## src/verilog/timer_count_map.vh

```
`ifndef TIMER_COUNT_MAP_VH
`define TIMER_COUNT_MAP_VH
// ****************************************
// register byte addresses on apb
// ****************************************
`define ADDR_CONTROL 12'h000
`define ADDR_COUNT_LOW 12'h004
`define ADDR_COUNT_HIGH 12'h008
`define ADDR_FLAGS 12'h00c
// ****************************************
// control field positions
// ****************************************
`define BIT_WIDE_ACCESS 7
`define BIT_SEL_HI 6
`define BIT_PRESCALE_HI 5
`define BIT_PRESCALE_LO 4
`define BIT_SEL_LO 3
`define BIT_SYNC_DISABLE 2
`define BIT_CLOCK_SOURCE 1
`define BIT_RUN 0
// flags register fields
`define BIT_OVERFLOW_FLAG 0
`define BIT_OVERFLOW_IRQ_EN 1
// ****************************************
// reset values and timing counts
// ****************************************
`define CONTROL_RESET 8'h00
`define COUNT_RESET 16'h0000
`define INSTR_CLOCK_DIV 2'h3
`define PRESCALE_DIV2 2'h1
`define PRESCALE_DIV4 2'h2
`define PRESCALE_DIV8 2'h3
`endif

```

## src/verilog/edge_qualifier.v

```verilog
`timescale 1ns/10ps
`default_nettype none
// ****************************************
// external edge qualifier
// ****************************************
module edge_qualifier (
    // clock and reset
    input wire pclk,
    input wire presetn,
    // control
    input wire sync_disable,
    input wire pin_in,
    // result
    output wire rise_pulse
);
    reg meta_q;
    reg sync_q;
    reg prev_q;
    reg armed_q;
    wire level;

    // two-stage synchroniser, first stage read only by the second
    always @(posedge pclk or negedge presetn) begin
        if (!presetn) begin
            meta_q <= 1'b0;
            sync_q <= 1'b0;
        end else begin
            meta_q <= pin_in;
            sync_q <= meta_q;
        end
    end

    // bypass the synchroniser when disabled
    assign level = sync_disable ? pin_in : sync_q; // RULE_07

    // arm on a falling edge, count rising edges after
    always @(posedge pclk or negedge presetn) begin
        if (!presetn) begin
            prev_q <= 1'b0;
            armed_q <= 1'b0;
        end else begin
            prev_q <= level;
            if (prev_q && !level) begin
                armed_q <= 1'b1; // RULE_09
            end
        end
    end

    assign rise_pulse = armed_q && level && !prev_q; // RULE_09
endmodule // edge_qualifier
`default_nettype wire

```

## src/verilog/sixteen_bit_timer_counter.v

```verilog
// Contract
// RULE_01 - 16-bit count as two byte registers
// RULE_02 - compare trigger clears the whole count
// RULE_03 - bit 7 picks buffered 16-bit access
// RULE_04 - bits 6,3 pick compare time base
// RULE_05 - bits 5-4 prescale, code 10 divides four
// RULE_06 - 11 divides eight, 01 two, 00 one
// RULE_07 - bit 2 set skips external synchroniser
// RULE_08 - internal source ignores sync bit
// RULE_09 - bit 1 external edges, else pclk/4
// RULE_10 - bit 0 runs, clear holds count
// RULE_11 - count wraps, overflow flag latched, irq
// RULE_12 - low read snaps high, low write loads
// RULE_13 - of writes, only a low byte write clears prescaler; a selected compare trigger also clears it
// RULE_14 - write beats trigger, trigger never flags
`timescale 1ns/10ps
`default_nettype none
`include "timer_count_map.vh"
module sixteen_bit_timer_counter (
    // apb clock and reset
    input wire pclk,
    input wire presetn,
    // apb slave
    input wire psel,
    input wire penable,
    input wire pwrite,
    input wire [11:0] paddr,
    input wire [31:0] pwdata,
    input wire [3:0] pstrb,
    output reg [31:0] prdata,
    output wire pready,
    output wire pslverr,
    // external count input
    input wire external_count_pin,
    // compare unit special event triggers
    input wire compare_trigger_lo,
    input wire compare_trigger_hi,
    // compare time base selection and interrupt
    output wire compare_lo_uses_this,
    output wire compare_hi_uses_this,
    output wire overflow_irq
);
    // ****************************************
    // registers
    // ****************************************
    reg [7:0] control_q;
    reg [15:0] count_q;
    reg [15:0] count_d;
    reg [7:0] high_buffer_q;
    reg [2:0] prescale_q;
    reg [2:0] prescale_d;
    reg [1:0] instr_div_q;
    reg overflow_flag_q;
    reg overflow_irq_enable_q;
    reg tick;
    reg advance;
    reg wrap;
    wire ext_rise;
    wire wr;
    wire rd;
    wire mapped;
    wire wr_low;
    wire wr_high;
    wire rd_low;
    wire wide_access_enable;
    wire [1:0] input_prescale_sel;
    wire ext_sync_disable;
    wire clock_source_sel;
    wire count_run;
    wire trigger;

    // control fields
    assign wide_access_enable = control_q[`BIT_WIDE_ACCESS];
    assign input_prescale_sel =
        control_q[`BIT_PRESCALE_HI:`BIT_PRESCALE_LO];
    assign ext_sync_disable = control_q[`BIT_SYNC_DISABLE];
    assign clock_source_sel = control_q[`BIT_CLOCK_SOURCE];
    assign count_run = control_q[`BIT_RUN];

    // ****************************************
    // apb decode
    // ****************************************
    // zero wait state slave, error on unmapped address
    assign pready = 1'b1;
    assign mapped = (paddr == `ADDR_CONTROL) ||
        (paddr == `ADDR_COUNT_LOW) || (paddr == `ADDR_COUNT_HIGH) ||
        (paddr == `ADDR_FLAGS);
    assign pslverr = psel && penable && !mapped;
    assign wr = psel && penable && pwrite && pstrb[0];
    assign rd = psel && penable && !pwrite;
    assign wr_low = wr && (paddr == `ADDR_COUNT_LOW);
    assign wr_high = wr && (paddr == `ADDR_COUNT_HIGH);
    assign rd_low = rd && (paddr == `ADDR_COUNT_LOW);

    // time base selection for the two compare units
    assign compare_lo_uses_this =
        control_q[`BIT_SEL_HI] | control_q[`BIT_SEL_LO]; // RULE_04
    assign compare_hi_uses_this = control_q[`BIT_SEL_HI]; // RULE_04

    // a trigger counts only from a unit that selected this timer
    assign trigger = (compare_trigger_lo && compare_lo_uses_this) ||
        (compare_trigger_hi && compare_hi_uses_this); // RULE_02

    assign overflow_irq = overflow_flag_q && overflow_irq_enable_q; // RULE_11

    // ****************************************
    // external input qualifier
    // ****************************************
    edge_qualifier u_edge (
        .pclk(pclk),
        .presetn(presetn),
        .sync_disable(ext_sync_disable),
        .pin_in(external_count_pin),
        .rise_pulse(ext_rise)
    );

    // instruction clock divider, free running
    always @(posedge pclk or negedge presetn) begin
        if (!presetn) begin
            instr_div_q <= 2'h0;
        end else begin
            instr_div_q <= instr_div_q + 2'h1;
        end
    end

    // prescale terminal check
    function prescale_done;
        input [1:0] sel;
        input [2:0] cnt;
        begin
            case (sel)
                `PRESCALE_DIV2: prescale_done = (cnt[0] == 1'b1);
                `PRESCALE_DIV4: prescale_done = (cnt[1:0] == 2'h3); // RULE_05
                `PRESCALE_DIV8: prescale_done = (cnt == 3'h7); // RULE_06
                default: prescale_done = 1'b1; // RULE_06
            endcase
        end
    endfunction

    // ****************************************
    // count next state
    // ****************************************
    always @* begin
        // internal source ignores the sync bit
        tick = clock_source_sel ? ext_rise :
            (instr_div_q == `INSTR_CLOCK_DIV); // RULE_08 RULE_09
        advance = 1'b0;
        wrap = 1'b0;
        prescale_d = prescale_q;
        count_d = count_q;
        if (count_run && tick) begin // RULE_10
            if (prescale_done(input_prescale_sel, prescale_q)) begin
                prescale_d = 3'h0;
                advance = 1'b1;
            end else begin
                prescale_d = prescale_q + 3'h1;
            end
        end
        if (advance) begin
            count_d = count_q + 16'h0001; // RULE_11
            wrap = (count_q == 16'hffff); // RULE_11
        end
        if (trigger) begin
            count_d = `COUNT_RESET; // RULE_02
            wrap = 1'b0; // RULE_14
            prescale_d = 3'h0;
        end
        // software writes take precedence over the trigger
        if (wr_low) begin
            count_d[7:0] = pwdata[7:0]; // RULE_01
            if (wide_access_enable) begin
                count_d[15:8] = high_buffer_q; // RULE_12
            end
            prescale_d = 3'h0; // RULE_13
            wrap = 1'b0; // RULE_14
        end else if (wr_high && !wide_access_enable) begin
            count_d[15:8] = pwdata[7:0]; // RULE_01 RULE_14
            wrap = 1'b0;
        end
    end

    // count, prescaler and high buffer
    always @(posedge pclk or negedge presetn) begin
        if (!presetn) begin
            count_q <= `COUNT_RESET;
            prescale_q <= 3'h0;
            high_buffer_q <= 8'h00;
        end else begin
            count_q <= count_d;
            prescale_q <= prescale_d;
            if (wr_high && wide_access_enable) begin
                high_buffer_q <= pwdata[7:0]; // RULE_13
            end else if (rd_low && wide_access_enable) begin
                high_buffer_q <= count_q[15:8]; // RULE_12
            end
        end
    end

    // ****************************************
    // control and flags registers
    // ****************************************
    always @(posedge pclk or negedge presetn) begin
        if (!presetn) begin
            control_q <= `CONTROL_RESET;
            overflow_flag_q <= 1'b0;
            overflow_irq_enable_q <= 1'b0;
        end else begin
            if (wr && paddr == `ADDR_CONTROL) begin
                control_q <= pwdata[7:0]; // RULE_03
            end
            if (wr && paddr == `ADDR_FLAGS) begin
                overflow_irq_enable_q <= pwdata[`BIT_OVERFLOW_IRQ_EN];
            end
            // set beats a software clear in the same cycle
            if (wrap) begin
                overflow_flag_q <= 1'b1; // RULE_11
            end else if (wr && paddr == `ADDR_FLAGS) begin
                overflow_flag_q <= pwdata[`BIT_OVERFLOW_FLAG];
            end
        end
    end

    // ****************************************
    // read data
    // ****************************************
    always @* begin
        prdata = 32'h00000000;
        if (rd) begin
            case (paddr)
                `ADDR_CONTROL: prdata[7:0] = control_q;
                `ADDR_COUNT_LOW: prdata[7:0] = count_q[7:0]; // RULE_01
                `ADDR_COUNT_HIGH: prdata[7:0] = wide_access_enable ?
                    high_buffer_q : count_q[15:8]; // RULE_03 RULE_12
                `ADDR_FLAGS: begin
                    prdata[`BIT_OVERFLOW_FLAG] = overflow_flag_q;
                    prdata[`BIT_OVERFLOW_IRQ_EN] = overflow_irq_enable_q;
                end
                default: prdata = 32'h00000000;
            endcase
        end
    end
endmodule // sixteen_bit_timer_counter
`default_nettype wire

```

## config.mk

```make
export PLATFORM = sky130hd
export DESIGN_NAME = sixteen_bit_timer_counter
export DESIGN_NICKNAME = d
export VERILOG_FILES = /design/src/verilog/edge_qualifier.v /design/src/verilog/sixteen_bit_timer_counter.v
export VERILOG_INCLUDE_DIRS = /design/src /design/src/verilog
export SDC_FILE = /design/constraint.sdc
export NUM_CORES = 1
export LEC_CHECK = 0
export BUFFER_PORTS_ARGS = -buffer_cell sky130_fd_sc_hd__buf_2
export CORE_MARGIN = 2
export CORE_UTILIZATION = 57
export CTS_BUF_LIST = sky130_fd_sc_hd__clkbuf_4
export CTS_CLUSTER_DIAMETER = 150
export CTS_CLUSTER_SIZE = 14
export DETAILED_ROUTE_END_ITERATION = 7
export GPL_TIMING_DRIVEN = 0
export PLACE_DENSITY = 0.87
export SYNTH_ARGS = -nofsm -noshare
export SYNTH_HDL_FRONTEND = slang
export SYNTH_HIERARCHICAL = 1
export SYNTH_SLANG_ARGS = --single-unit
```

## constraint.sdc

```tcl
create_clock -name pclk -period 6.2 [get_ports pclk]
set_input_delay 0.31 -clock pclk [delete_from_list [all_inputs] [get_ports pclk]]
set_output_delay 0.31 -clock pclk [all_outputs]
set_load 0.02 [all_outputs]
```

* Word-level counts from Yosys, hierarchy flattened *
Cells that the tools add are included.

word-level totals
  input bits = 56
  register bits after elaboration = 43

operators by class
  add/subtract/negate cells = 3
  bitwise logic cells = 1
  reduce and logical (&&, ||, !) cells = 34
  eq/ne operators = 10
  multiplexer cells = 28

operators by type and width
  cell                                                               count
  8-bit two-way mux                                                  8
  16-bit two-way mux                                                 2
  12-bit by 4-bit == test with 1-bit output (second input constant)  2
  1-bit logical AND                                                  20
  6-bit one-hot mux with 3 select lines                              1
  16-bit by 1-bit adder with 16-bit output (second input constant)   1
  16-bit == test (second input constant)                             1
  12-bit by 3-bit == test with 1-bit output (second input constant)  1
  12-bit zero test                                                   1
  3-bit two-way mux                                                  4
  1-bit two-way mux                                                  11
  2-bit == test (second input constant)                              4
  2-bit one-hot mux with 4 select lines                              1
  3-bit nonzero test                                                 2
  1-bit zero test                                                    5
  1-bit logical OR                                                   4
  2-bit nonzero test                                                 2
  3-bit by 1-bit adder with 3-bit output (second input constant)     1
  3-bit == test (second input constant)                              1
  1-bit one-hot mux with 3 select lines                              1
  2-bit by 1-bit adder with 2-bit output (second input constant)     1
  2-bit by 1-bit == test with 1-bit output (second input constant)   1
  1-bit bitwise OR                                                   1

* Longest topological paths before layout *
Gate-level depths: netlist (run 1).

  depth in word-level cells = 13
  mapped depth = 9
  gate-level depth less buffers = 8

* Cells and area by module *
The synthesis (run 1) kept the hierarchy.

by module, submodules not included
  module                     sequential area each (µm²)  cells an instance  area an instance (µm²)  instances
  sixteen_bit_timer_counter  975.9                       287                2707.6                  1
  edge_qualifier             100.1                       8                  128.9                   1

* Worst setup path before layout (run 1) *
OpenSTA, ideal clock, no wires.

  kind = register -> register
  start point = reg prescale_q[0]
  end point = reg count_q[8]
  path slack = 4.080 ns
  buffers on the path = 1
  arrival time = 1.994 ns
  clock period less this slack = 2.120 ns
  cell stages (with the launch flop) = 10
  setup time = 0.126 ns
  cell sequence = dfrtp_1 -> ha_1 -> ha_1 -> mux2i_1 -> a2111oi_4 -> buf_2 -> nand3_1 -> xor2_1 -> nor2_1 -> a221o_1

between the ends
  cells in the longest elaborated chain, start to end = 9
  elaborated cells between the ends (all ways) = 11
  classes of those cells = 2 x eq/ne; 9 x mux

RTL lines
  what                                            line                                                              source
  start: declaration                              sixteen_bit_timer_counter.v:50                                    reg [2:0] prescale_q;
  start signal: assignment                        sixteen_bit_timer_counter.v:190                                   prescale_q <= prescale_d;
  3-bit == test or 2-bit == test (tied branches)  sixteen_bit_timer_counter.v:134, sixteen_bit_timer_counter.v:133
  1-bit one-hot mux with 3 select lines *         sixteen_bit_timer_counter.v:131                                   case (sel)
  1-bit two-way mux *                             sixteen_bit_timer_counter.v:151                                   if (count_run && tick) begin
  1-bit two-way mux *                             sixteen_bit_timer_counter.v:152                                   if (prescale_done(input_prescale_sel, prescale_q)) begin
  1-bit two-way mux *                             sixteen_bit_timer_counter.v:151
  16-bit two-way mux *                            sixteen_bit_timer_counter.v:159                                   if (advance) begin
  16-bit two-way mux *                            sixteen_bit_timer_counter.v:163                                   if (trigger) begin
  8-bit two-way mux (on tied branches)            sixteen_bit_timer_counter.v:176, sixteen_bit_timer_counter.v:171
  8-bit two-way mux *                             sixteen_bit_timer_counter.v:169                                   if (wr_low) begin
  named net count_d[8]                            sixteen_bit_timer_counter.v:48                                    reg [15:0] count_d;
  end signal: assignment                          sixteen_bit_timer_counter.v:185                                   count_q <= `COUNT_RESET;
  end signal: assignment                          sixteen_bit_timer_counter.v:189                                   count_q <= count_d;
  end: declaration                                sixteen_bit_timer_counter.v:47                                    reg [15:0] count_q;

The timed path passes the listed nets; every way through them passes the cells marked *. The select of a mux whose other input is x is not followed.
A chain may end at the register's enable or synchronous reset.

* Final worst setup path (run 1) *
  start point = reg control_q[7]
  end point = out prdata[0]

between the ends
  cells in the longest elaborated chain, start to end = 3

RTL lines
  what                                   line                             source
  start: declaration                     sixteen_bit_timer_counter.v:46   reg [7:0] control_q;
  start signal: assignment               sixteen_bit_timer_counter.v:204  control_q <= `CONTROL_RESET;
  start signal: assignment               sixteen_bit_timer_counter.v:209  control_q <= pwdata[7:0];
  8-bit two-way mux                      sixteen_bit_timer_counter.v:232  `ADDR_COUNT_HIGH: prdata[7:0] = wide_access_enable ?
  2-bit one-hot mux with 4 select lines  sixteen_bit_timer_counter.v:229  case (paddr)
  8-bit two-way mux                      sixteen_bit_timer_counter.v:228  if (rd) begin
  end: declaration                       sixteen_bit_timer_counter.v:30   output reg [31:0] prdata,

No other way between the ends.

==> run summary, run 1 <==
At the pin with the least slew margin, the transition time is 0.953 ns. The starting DRC count in detailed routing is 214, and the effective utilization at floorplan is 59.7%. The routed design uses 2.98 mm of met2 wire. The count of cell types in the netlist was 45; the synthesized area was 2840 µm². Wire length of the first global-routing pass: 10.5 mm. The clock input transition at the sequential cells of the worst setup and hold paths was 0.14 ns. First element of the critical path: control_q[7]$_DFFE_PN0P_. After routing, the total negative slack on setup checks comes to 0 ns. The fill cell instance count of the final layout came out at 420. TritonCTS built the clock tree. Pin count of the biggest net entering global routing: 44. The number of antenna diodes in the final layout is 0.

Once placement finished, the instance area stood at 3210 µm². In this run, placement finished with an instance count of 425. The proportion of register bits with asynchronous set or reset after synthesis works out to 100%.

The count of flip-flops with a built-in enable after synthesis is 0, and the required time of the worst setup path is 5.89 ns. The area growth from synthesis to layout was 15.2%; the number of max-capacitance violations reported was 0. The run finished with clean final reports.

The run gives 36.5% as the worst-case headroom to the max-slew limit. Setup slack closes at 3.62 ns. Excluding fillers, the count of instances in the completed layout stands at 433. The final worst-path cycle share is 41.7%. The tools report the type of element launching the critical path as a flip-flop. The clock skew came out at 0.0141 ns. The share of layout cells above drive strength 1 came out at 29.8%.

Once detail routing completed, the nets flagged for antenna violations numbered 0. Setup repair after global routing left no endpoint under its margin. The maximum fanout encountered on the critical timing path was 8; the setup-violating endpoint count in the final report was 0.

The standard-cell row count is 25, and the floorplan die area is 5560 µm². The worst hold path begins at external_count_pin. After technology mapping, the gate count stands at 295. Global routing used 25.5% of the available tracks across all layers. The chip width was 74.5 µm. The final number of max-transition violations was 0; the total half-perimeter wirelength after legalization and detailed placement was 5.05 mm. The tools report the origin of the critical flop-to-flop path as control_q[2]$_DFFE_PN0P_. The average detailed-routed wire length per instance is 15.3 µm, and the reg-to-reg setup timing slack is 3.71 ns. The number of setup buffers added after CTS is 0. For the worst hold slack, the log shows 0.0511 ns. Clock latency on the worst-skew pair, taken at its later pin, is 0.38 ns. Dividing the detail-routed via count by the number of cells gives 5.57. For the achievable frequency, the log shows 387 MHz. Path type of the worst setup path: reg2out. The run gives 0 as the number of hold violations in the final report. The total design power was 486 µW; the number of antenna violations at the first check in global routing was 0.

The tools report the total grt overflow as 0. Total length of routed wires: 6.64 mm. For the worst setup slack before clock tree synthesis, the log shows 3.77 ns. Count of clock tree sinks: 43.

The logs give 68.7% for the utilization of the core after routing and 3270 µm² for the final design area excluding fillers. Master cell of the clock root buffer: sky130_fd_sc_hd__clkbuf_4. After floorplanning, the core was sized to cover 4750 µm².

During I/O placement, the number of pins put on the boundary was 93. Path category of the worst min-delay check: in2reg. The yosys synthesis warning count came out at 6. The kind of end point of the critical path was an output pin. For this run, design rule violations remaining after detail routing come to 0. In the detailed route, the total length drawn on met3 is 512 µm.

Data arrives at the worst endpoint at 2.27 ns. During placement, the flow inserted port buffers numbering 40. A synthesized cell averages 9.62 µm². Summed over all cells, the static leakage comes to 1.60 nW.

The logs give 2411 for the routed via count and 2242 for the via count of the first global-routing pass. The height of the die is 74.5 µm. Once the clock tree was built, the resizer swapped 0 gates to a different size. In this run the power density over the cells is 149 nW/µm². For the worst IR drop on VDD, the log shows 0.000158 V. The minimum clock period after layout came out at 2.58 ns.

In the final routing, the length of wire on met1 measures 2.96 mm. The uppermost metal layer occupied by signal nets was met4. The synthesized design contains 43 register bits.

The most instantiated flip-flop cell in the synthesis netlist was sky130_fd_sc_hd__dfrtp_1. The sequential element share of the synthesized area was 37.9%. In this run, post-CTS hold repair placed 0 buffers. No sink is reached through more buffers than the 2 on the longest clock path.

The tools report the number of buffers added by the clock tree synthesis step as 5. The number of nets in the layout is 425. In this run the number of H-tree levels came out at 2.

Routability-driven placement finished with a final weighted congestion of 0.993. The first-pass detailed-route iteration total is 4.
==> synth_stat cells (4+ instances only) <==
master	n	area, µm²
sky130_fd_sc_hd__and3_1	8	50.1
sky130_fd_sc_hd__nor2_1	25	93.8
sky130_fd_sc_hd__nand4_1	9	56.3
sky130_fd_sc_hd__buf_4	25	188
sky130_fd_sc_hd__inv_1	10	37.5
sky130_fd_sc_hd__nand3_1	4	20.0
sky130_fd_sc_hd__nor3b_1	4	30.0
sky130_fd_sc_hd__a31oi_1	5	31.3
sky130_fd_sc_hd__clkbuf_1	5	18.8
sky130_fd_sc_hd__ha_1	4	50.1
sky130_fd_sc_hd__nand2_1	26	97.6
sky130_fd_sc_hd__xnor2_1	4	35.0
sky130_fd_sc_hd__o21ai_0	15	75.1
sky130_fd_sc_hd__dfrtp_1	43	1080
sky130_fd_sc_hd__mux2_2	13	146
sky130_fd_sc_hd__mux2i_1	19	190
sky130_fd_sc_hd__a21oi_1	11	55.1
sky130_fd_sc_hd__o21ai_2	8	70.1
sky130_fd_sc_hd__xor2_1	11	96.3
==> cells by family (layout without fill, tap and decap cells) <==
group,Yosys count,after routing,synth area share [%]
and+or+nand+nor,100,100,19.8
AOI/OAI and AO/OA,51,51,12.6
buffers and inverters,46,94,9.53
DFF,43,43,37.9
muxes,34,34,13.5
xor gates and xnor gates,15,15,4.63
adders and majority gates,4,4,1.76
other,2,25,0.265
==> sequential cells by signal, indices dropped and copies added, names as in the netlist <==
signal and cells:
overflow_flag_q 1, control_q 8, u_edge/armed_q 1, u_edge/sync_q 1, instr_div_q 2, count_q 16
prescale_q 3, u_edge/prev_q 1, overflow_irq_enable_q 1, u_edge/meta_q 1, high_buffer_q 8
==> worst max-delay path: stages, from the launching register on <==
cell and delay, ns:
sky130_fd_sc_hd__dfrtp_1 0.35, sky130_fd_sc_hd__clkbuf_1 0.35, sky130_fd_sc_hd__mux2_2 0.40, sky130_fd_sc_hd__mux4_2 0.47
sky130_fd_sc_hd__and2b_1 0.17, sky130_fd_sc_hd__buf_2 0.15
==> path summary, 6_finish.rpt <==
check / endpoint / depth (start not counted)
min: u_edge/meta_q$_DFF_PN0_ / 1
max in group asynchronous: count_q[13]$_DFF_PN0_ / 1
max reg2reg: count_q[8]$_DFF_PN0_ / 9
min in group asynchronous: u_edge/sync_q$_DFF_PN0_ / 1
max: prdata[0] / 5
min reg2reg: u_edge/sync_q$_DFF_PN0_ / 0
==> metal layers <==
layer  track usage (%)  vias up
met1              34.7     1148
met4              11.3        0
met5                 0        -
li1                  -     1139
met2              40.1      110
met3              4.61       14
==> final cells by class <==
class                      instances  area [µm²]  area share [%]
multi-input combinational        229        1580            48.2
sequential                        43        1080            32.9
buffer                            36         233            7.12
timing repair buffer              40         200            6.13
tap                               67        83.8            2.57
clock buffer                       5        37.5            1.15
inverter                          10        37.5            1.15
clock inverter                     3        23.8           0.727
==> power breakdown <==
part	switching, mW	total [mW]	internal, mW	leakage [nW]
clock	0.101	0.147	0.0454	0.0278
combinational	0.0361	0.0572	0.0212	0.991
sequential	0.000732	0.282	0.282	0.580
total	0.138	0.486	0.348	1.60
==> cell usage in the layout, fill, tap and decap left out, types with 5 or more instances in the layout <==
cell	n
sky130_fd_sc_hd__mux2_2	13
sky130_fd_sc_hd__o21ai_0	15
sky130_fd_sc_hd__dfrtp_1	43
sky130_fd_sc_hd__conb_1	25
sky130_fd_sc_hd__a21oi_1	11
sky130_fd_sc_hd__nand4_1	9
sky130_fd_sc_hd__inv_1	10
sky130_fd_sc_hd__nor2_1	25
sky130_fd_sc_hd__o21ai_2	8
sky130_fd_sc_hd__a31oi_1	5
sky130_fd_sc_hd__buf_4	25
sky130_fd_sc_hd__clkbuf_1	5
sky130_fd_sc_hd__buf_2	43
sky130_fd_sc_hd__and3_1	8
sky130_fd_sc_hd__nand2_1	26
sky130_fd_sc_hd__mux2i_1	19
sky130_fd_sc_hd__clkbuf_4	5
sky130_fd_sc_hd__xor2_1	11
Note: power is estimated with default switching activity, not from simulation.
==> inputs of run 2 (changes only) <==
--- a/config.mk
+++ b/config.mk
@@ -6,15 +6,16 @@
 export SDC_FILE = /design/constraint.sdc
 export NUM_CORES = 1
 export LEC_CHECK = 0
+export ABC_AREA = 1
 export BUFFER_PORTS_ARGS = -buffer_cell sky130_fd_sc_hd__buf_2
 export CORE_MARGIN = 2
-export CORE_UTILIZATION = 57
+export CORE_UTILIZATION = 49
 export CTS_BUF_LIST = sky130_fd_sc_hd__clkbuf_4
 export CTS_CLUSTER_DIAMETER = 150
 export CTS_CLUSTER_SIZE = 14
 export DETAILED_ROUTE_END_ITERATION = 7
 export GPL_TIMING_DRIVEN = 0
-export PLACE_DENSITY = 0.87
+export PLACE_DENSITY = 0.78
 export SYNTH_ARGS = -nofsm -noshare
 export SYNTH_HDL_FRONTEND = slang
 export SYNTH_HIERARCHICAL = 1
==> constraint.sdc (replaced) <==
create_clock -name pclk -period 2.2 [get_ports pclk]
set_input_delay 0.11 -clock pclk [delete_from_list [all_inputs] [get_ports pclk]]
set_output_delay 0.11 -clock pclk [all_outputs]
set_load 0.02 [all_outputs]
==> run summary, run 2 <==
The flow ran to the end, and the final reports show no timing, DRC or antenna violations. Leaving out fill and tap cells, the most frequent cell in the layout is sky130_fd_sc_hd__nand2_1. Summed over all instances, the cell type with the most area after synthesis is sky130_fd_sc_hd__dfrtp_1. The most frequently used cell type in the post-synthesis netlist was sky130_fd_sc_hd__nand2_1. Power per cell area: 369 nW/µm² (+150%). Counting flops per register, the top entry is count_q. The proportion of register bits with asynchronous set or reset after synthesis is 100% (unchanged), and the total half-perimeter wirelength after legalization and detailed placement is 6.89 mm (+36%).

The worst path setup slack after routing was 0.223 ns (-3.39 ns). The antenna cell count came out at 0 (unchanged). The clock input transition at the sequential cells of the worst setup and hold paths came out at 0.13 ns (about the same).

The clock insertion delay at the later pin of the skew report is 0.36 ns (-0.02 ns), and the placed instance count is 617 (+45%). The count of cells along the worst hold path came out at 3 (+2). Setup repair after global routing left no endpoint under its margin. The area growth from synthesis to layout came out at 15.1% (about the same). The tools report the terminating pin of the worst hold path as high_buffer_q[2]$_DFFE_PN0P_. The largest registers in the layout are count_q: 16 flops, control_q: 8 flops, high_buffer_q: 8 flops. For the first-pass detailed-route iteration total, the log shows 5 (+1). The switching component of the power was 401 µW (+190%); the area share of the leading cell type in the synthesized netlist was 33.0% (-5.0 points). Final number of max-transition violations: 0 (unchanged). For the maximum clock insertion buffer count, the log shows 2 (unchanged). The final worst-path cycle share came out at 89.8%. The tightest min-delay check is of the in2reg type.

Count of cell types in the netlist: 40 (-11%). The logs give 1.39 mW (+190%) for the total design power and 986 µW (+180%) for the cell internal power dissipation. The clock skew came out at 0.00896 ns (-0.00514 ns).

Last weighted congestion value of the routability-driven placer: 1.01 (+1.4%). Setup TNS: 0 ns (unchanged). Walking the worst path, the cells encountered are buf_2 > nand2_1 > o21a_1 > o22ai_1 > a21oi_1 > nor2_1 > buf_2. The number of antenna violations at the first check in global routing was 0 (unchanged). The type of element launching the critical path was a flip-flop. Number of max-capacitance violations reported: 0 (unchanged). The endpoint identified for the worst register-to-register timing path is count_q[15]$_DFF_PN0_. The starting DRC count in detailed routing is 241 (+13%), and the worst setup slack before clock tree synthesis is 0.201 ns (-3.57 ns). The height of the die was 85.6 µm (+15%); the synthesized area was 3260 µm² (+15%). The hold path startpoint was pwdata[2]. In the synthesized netlist the dominant register cell turns out to be sky130_fd_sc_hd__dfrtp_1.

The standby leakage power is 1.92 nW (+20%), and the sequential element share of the synthesized area is 33.0% (-5.0 points). The routed via count is 3263 (+35%), and the utilization of the core after routing is 58.8% (-9.9 points). For the part of the power in registers, the log shows 57.7% (-0.4 points). The worst setup path is captured at an output pin. The run gives 1.87 ns (-0.40 ns) as the arrival time of the worst setup path.

The worst IR drop on VDD was 0.000341 V (+120%). TritonCTS built the clock tree. Chip width: 85.6 µm (+15%). For the number of nets in the layout, the log shows 612 (+44%). The top cell types in the final layout, fill and taps aside, are sky130_fd_sc_hd__nand2_1 (171), sky130_fd_sc_hd__inv_1 (47), sky130_fd_sc_hd__buf_2 (43), sky130_fd_sc_hd__dfrtp_1 (43), sky130_fd_sc_hd__nor2_1 (39).

The tools report the total length of routed wires as 8.85 mm (+33%). The share of layout cells above drive strength 1 is 20.4% (-9.3 points), and the reg-to-reg setup timing slack is 0.23 ns (-3.48 ns). The required time of the worst setup path is 2.09 ns (-3.80 ns). The logs give 14.5 mm (+38%) for the wire length of the first global-routing pass and 13.2% (+1.4 points) for the part of the total power dissipated in combinational logic. The count of flip-flops with a built-in enable after synthesis is 0 (unchanged). The path type of the worst setup path is reg2out. By area the synthesized netlist is led by sky130_fd_sc_hd__dfrtp_1 (33%), sky130_fd_sc_hd__nand2_1 (20%), sky130_fd_sc_hd__buf_4 (6.0%), sky130_fd_sc_hd__inv_1 (5.4%), sky130_fd_sc_hd__nand3_1 (5.1%).

The tools report the pin count of the biggest net entering global routing as 44 (unchanged). The average cell area after synthesis is 6.84 µm² (-29%), and the actual transition at the worst max-transition pin is 0.950 ns (-0.00261 ns). The total of flip-flops plus latches after synthesis is 43 (unchanged), and the total grt overflow is 0 (unchanged). The tree is rooted in a sky130_fd_sc_hd__clkbuf_4. The fraction of power spent switching nets was 28.9% (+0.54 points); the count of clock tree sinks was 43 (unchanged). The maximum fanout encountered on the critical timing path was 19 (+11). The achievable frequency is 506 MHz.

The remaining routing DRC violations was 0 (unchanged); the number of buffers added by the clock tree synthesis step was 5 (unchanged). The ratio of routed vias to standard cells came out at 5.18 (-7.0%). The post-layout instance count excluding filler cells is 630 (+45%). The total of buffers placed on input and output ports was 40 (unchanged); the flip-flop count of the largest register after layout was 16 (unchanged). The largest stage delay on the critical path was 0.37 ns (-0.10 ns).

In the synthesized netlist, the cells that appear most often are sky130_fd_sc_hd__nand2_1 (171), sky130_fd_sc_hd__inv_1 (47), sky130_fd_sc_hd__dfrtp_1 (43). The slowest stage of the critical path belongs to the cell sky130_fd_sc_hd__dfrtp_1. The average detailed-routed wire length per instance is 14.0 µm (-8.3%), and the standard-cell row count is 29 (+16%).

Counting stages on the worst path, the most repeated cell is sky130_fd_sc_hd__buf_2. The part of the power in the clock network is 29.1% (-1.0 points). Path depth of the worst reg2reg path: 13 (+4). The H-tree depth reported by CTS was 2 (unchanged); the standard cell core area was 6390 µm² (+34%). For the number of hold violations in the final report, the log shows 0 (unchanged).

The run gives 25.1% (-0.38 points) as the overall fraction of global-route tracks in use. Origin of the critical flop-to-flop path: prescale_q[0]$_DFFE_PN0P_. The floorplan die area is 7330 µm² (+32%), and the boundary pin count is 93 (unchanged).

The setup-violating endpoint count in the final report was 0 (unchanged). The worst-case headroom to the max-slew limit is 36.6% (+0.17 points), and the via count of the first global-routing pass is 3034 (+35%). The effective utilization at floorplan came out at 51.1% (-8.6 points). The run gives 0 (unchanged) as the remaining antenna violation count after routing. The routed design could run at a clock period as short as 1.98 ns.

The yosys synthesis warning count was 6 (unchanged); the synthesized instance count was 477 (+62%).
-- run 2: how the worst max path moves through the flow --
stage	from	end	slack [ns]	cells past startpoint
2_1_floorplan	control_q[6]$_DFFE_PN0P_	count_q[7]$_DFFE_PN0P_	0.47	7
3_3_place_gp	control_q[2]$_DFFE_PN0P_	overflow_flag_q$_DFFE_PN0P_	0.25	12
3_5_place_dp	prescale_q[0]$_DFFE_PN0P_	count_q[15]$_DFF_PN0_	0.20	12
4_1_cts	control_q[7]$_DFFE_PN0P_	prdata[2]	0.06	9
5_1_grt	prescale_q[0]$_DFFE_PN0P_	count_q[15]$_DFF_PN0_	0.07	13
6_report	control_q[7]$_DFFE_PN0P_	prdata[4]	0.22	7
-- run 2: cell families (layout without fill, tap and decap cells) --
kind of cell | Yosys count | count (layout) | synth area share [%]
AND/OR/NAND/NOR | 288 | 288 | 40.2
buffers and inverters | 85 | 138 | 13.3
AO/OA/AOI/OAI | 49 | 49 | 10.0
flip-flops | 43 | 43 | 33.0
XOR/XNOR | 5 | 5 | 1.34
adder cells (fa/ha/maj) | 4 | 4 | 1.53
other | 2 | 25 | 0.230
multiplexers | 1 | 1 | 0.345
-- run 2: cell type report --
cell class | count | area (µm²)
clock buffer | 5 | 37.5
tap | 77 | 96.3
fill | 624 | 2630
multi-input combinational | 372 | 1840
buffer | 31 | 233
inverter | 53 | 199
clock inverter | 3 | 20.0
sequential | 43 | 1080
timing repair buffer | 46 | 258
-- run 2: metrics by stage --
step	cell area [µm²]	hold slack, ns
floorplan	3350	-0.186
global placement	3650	0.248
CTS	3750	0.00243
detailed placement	3650	0.245
global route	3760	0.0109
finish	3760	0.00101
-- run 2: timing repair --
action / CTS / global route
setup buffers: 0 / 1
endpoints found under the hold margin: 47 / 0
endpoints found under the setup margin: 0 / 7
gates resized for setup: 0 / 0
hold buffers: 5 / 0
-- run 2: routing by layer --
layer	GRT usage [%]	wire length, µm	vias to the layer above
met5	0	0	-
met4	10.5	310	0
met3	3.66	584	22
met2	40.8	4220	118
met1	33.6	3730	1485
li1	-	-	1638
-- run 2: power groups by stage --
stage / Combinational, mW / Clock (mW) / Sequential (mW)
after global placement: 0.172 / 0 / 0.815
after CTS: 0.182 / 0.414 / 0.800
after floorplan: 0.110 / 0 / 0.814
after detailed placement: 0.174 / 0 / 0.815
final: 0.183 / 0.403 / 0.800
after global routing: 0.201 / 0.448 / 0.801
-- run 2: worst max-delay path: cells and delay by family (launching register included) --
kind | cells | cell delay [ns]
AND/OR/NAND/NOR | 2 | 0.30
AO/OA/AOI/OAI | 3 | 0.37
flip-flops | 1 | 0.37
buffers and inverters | 2 | 0.48
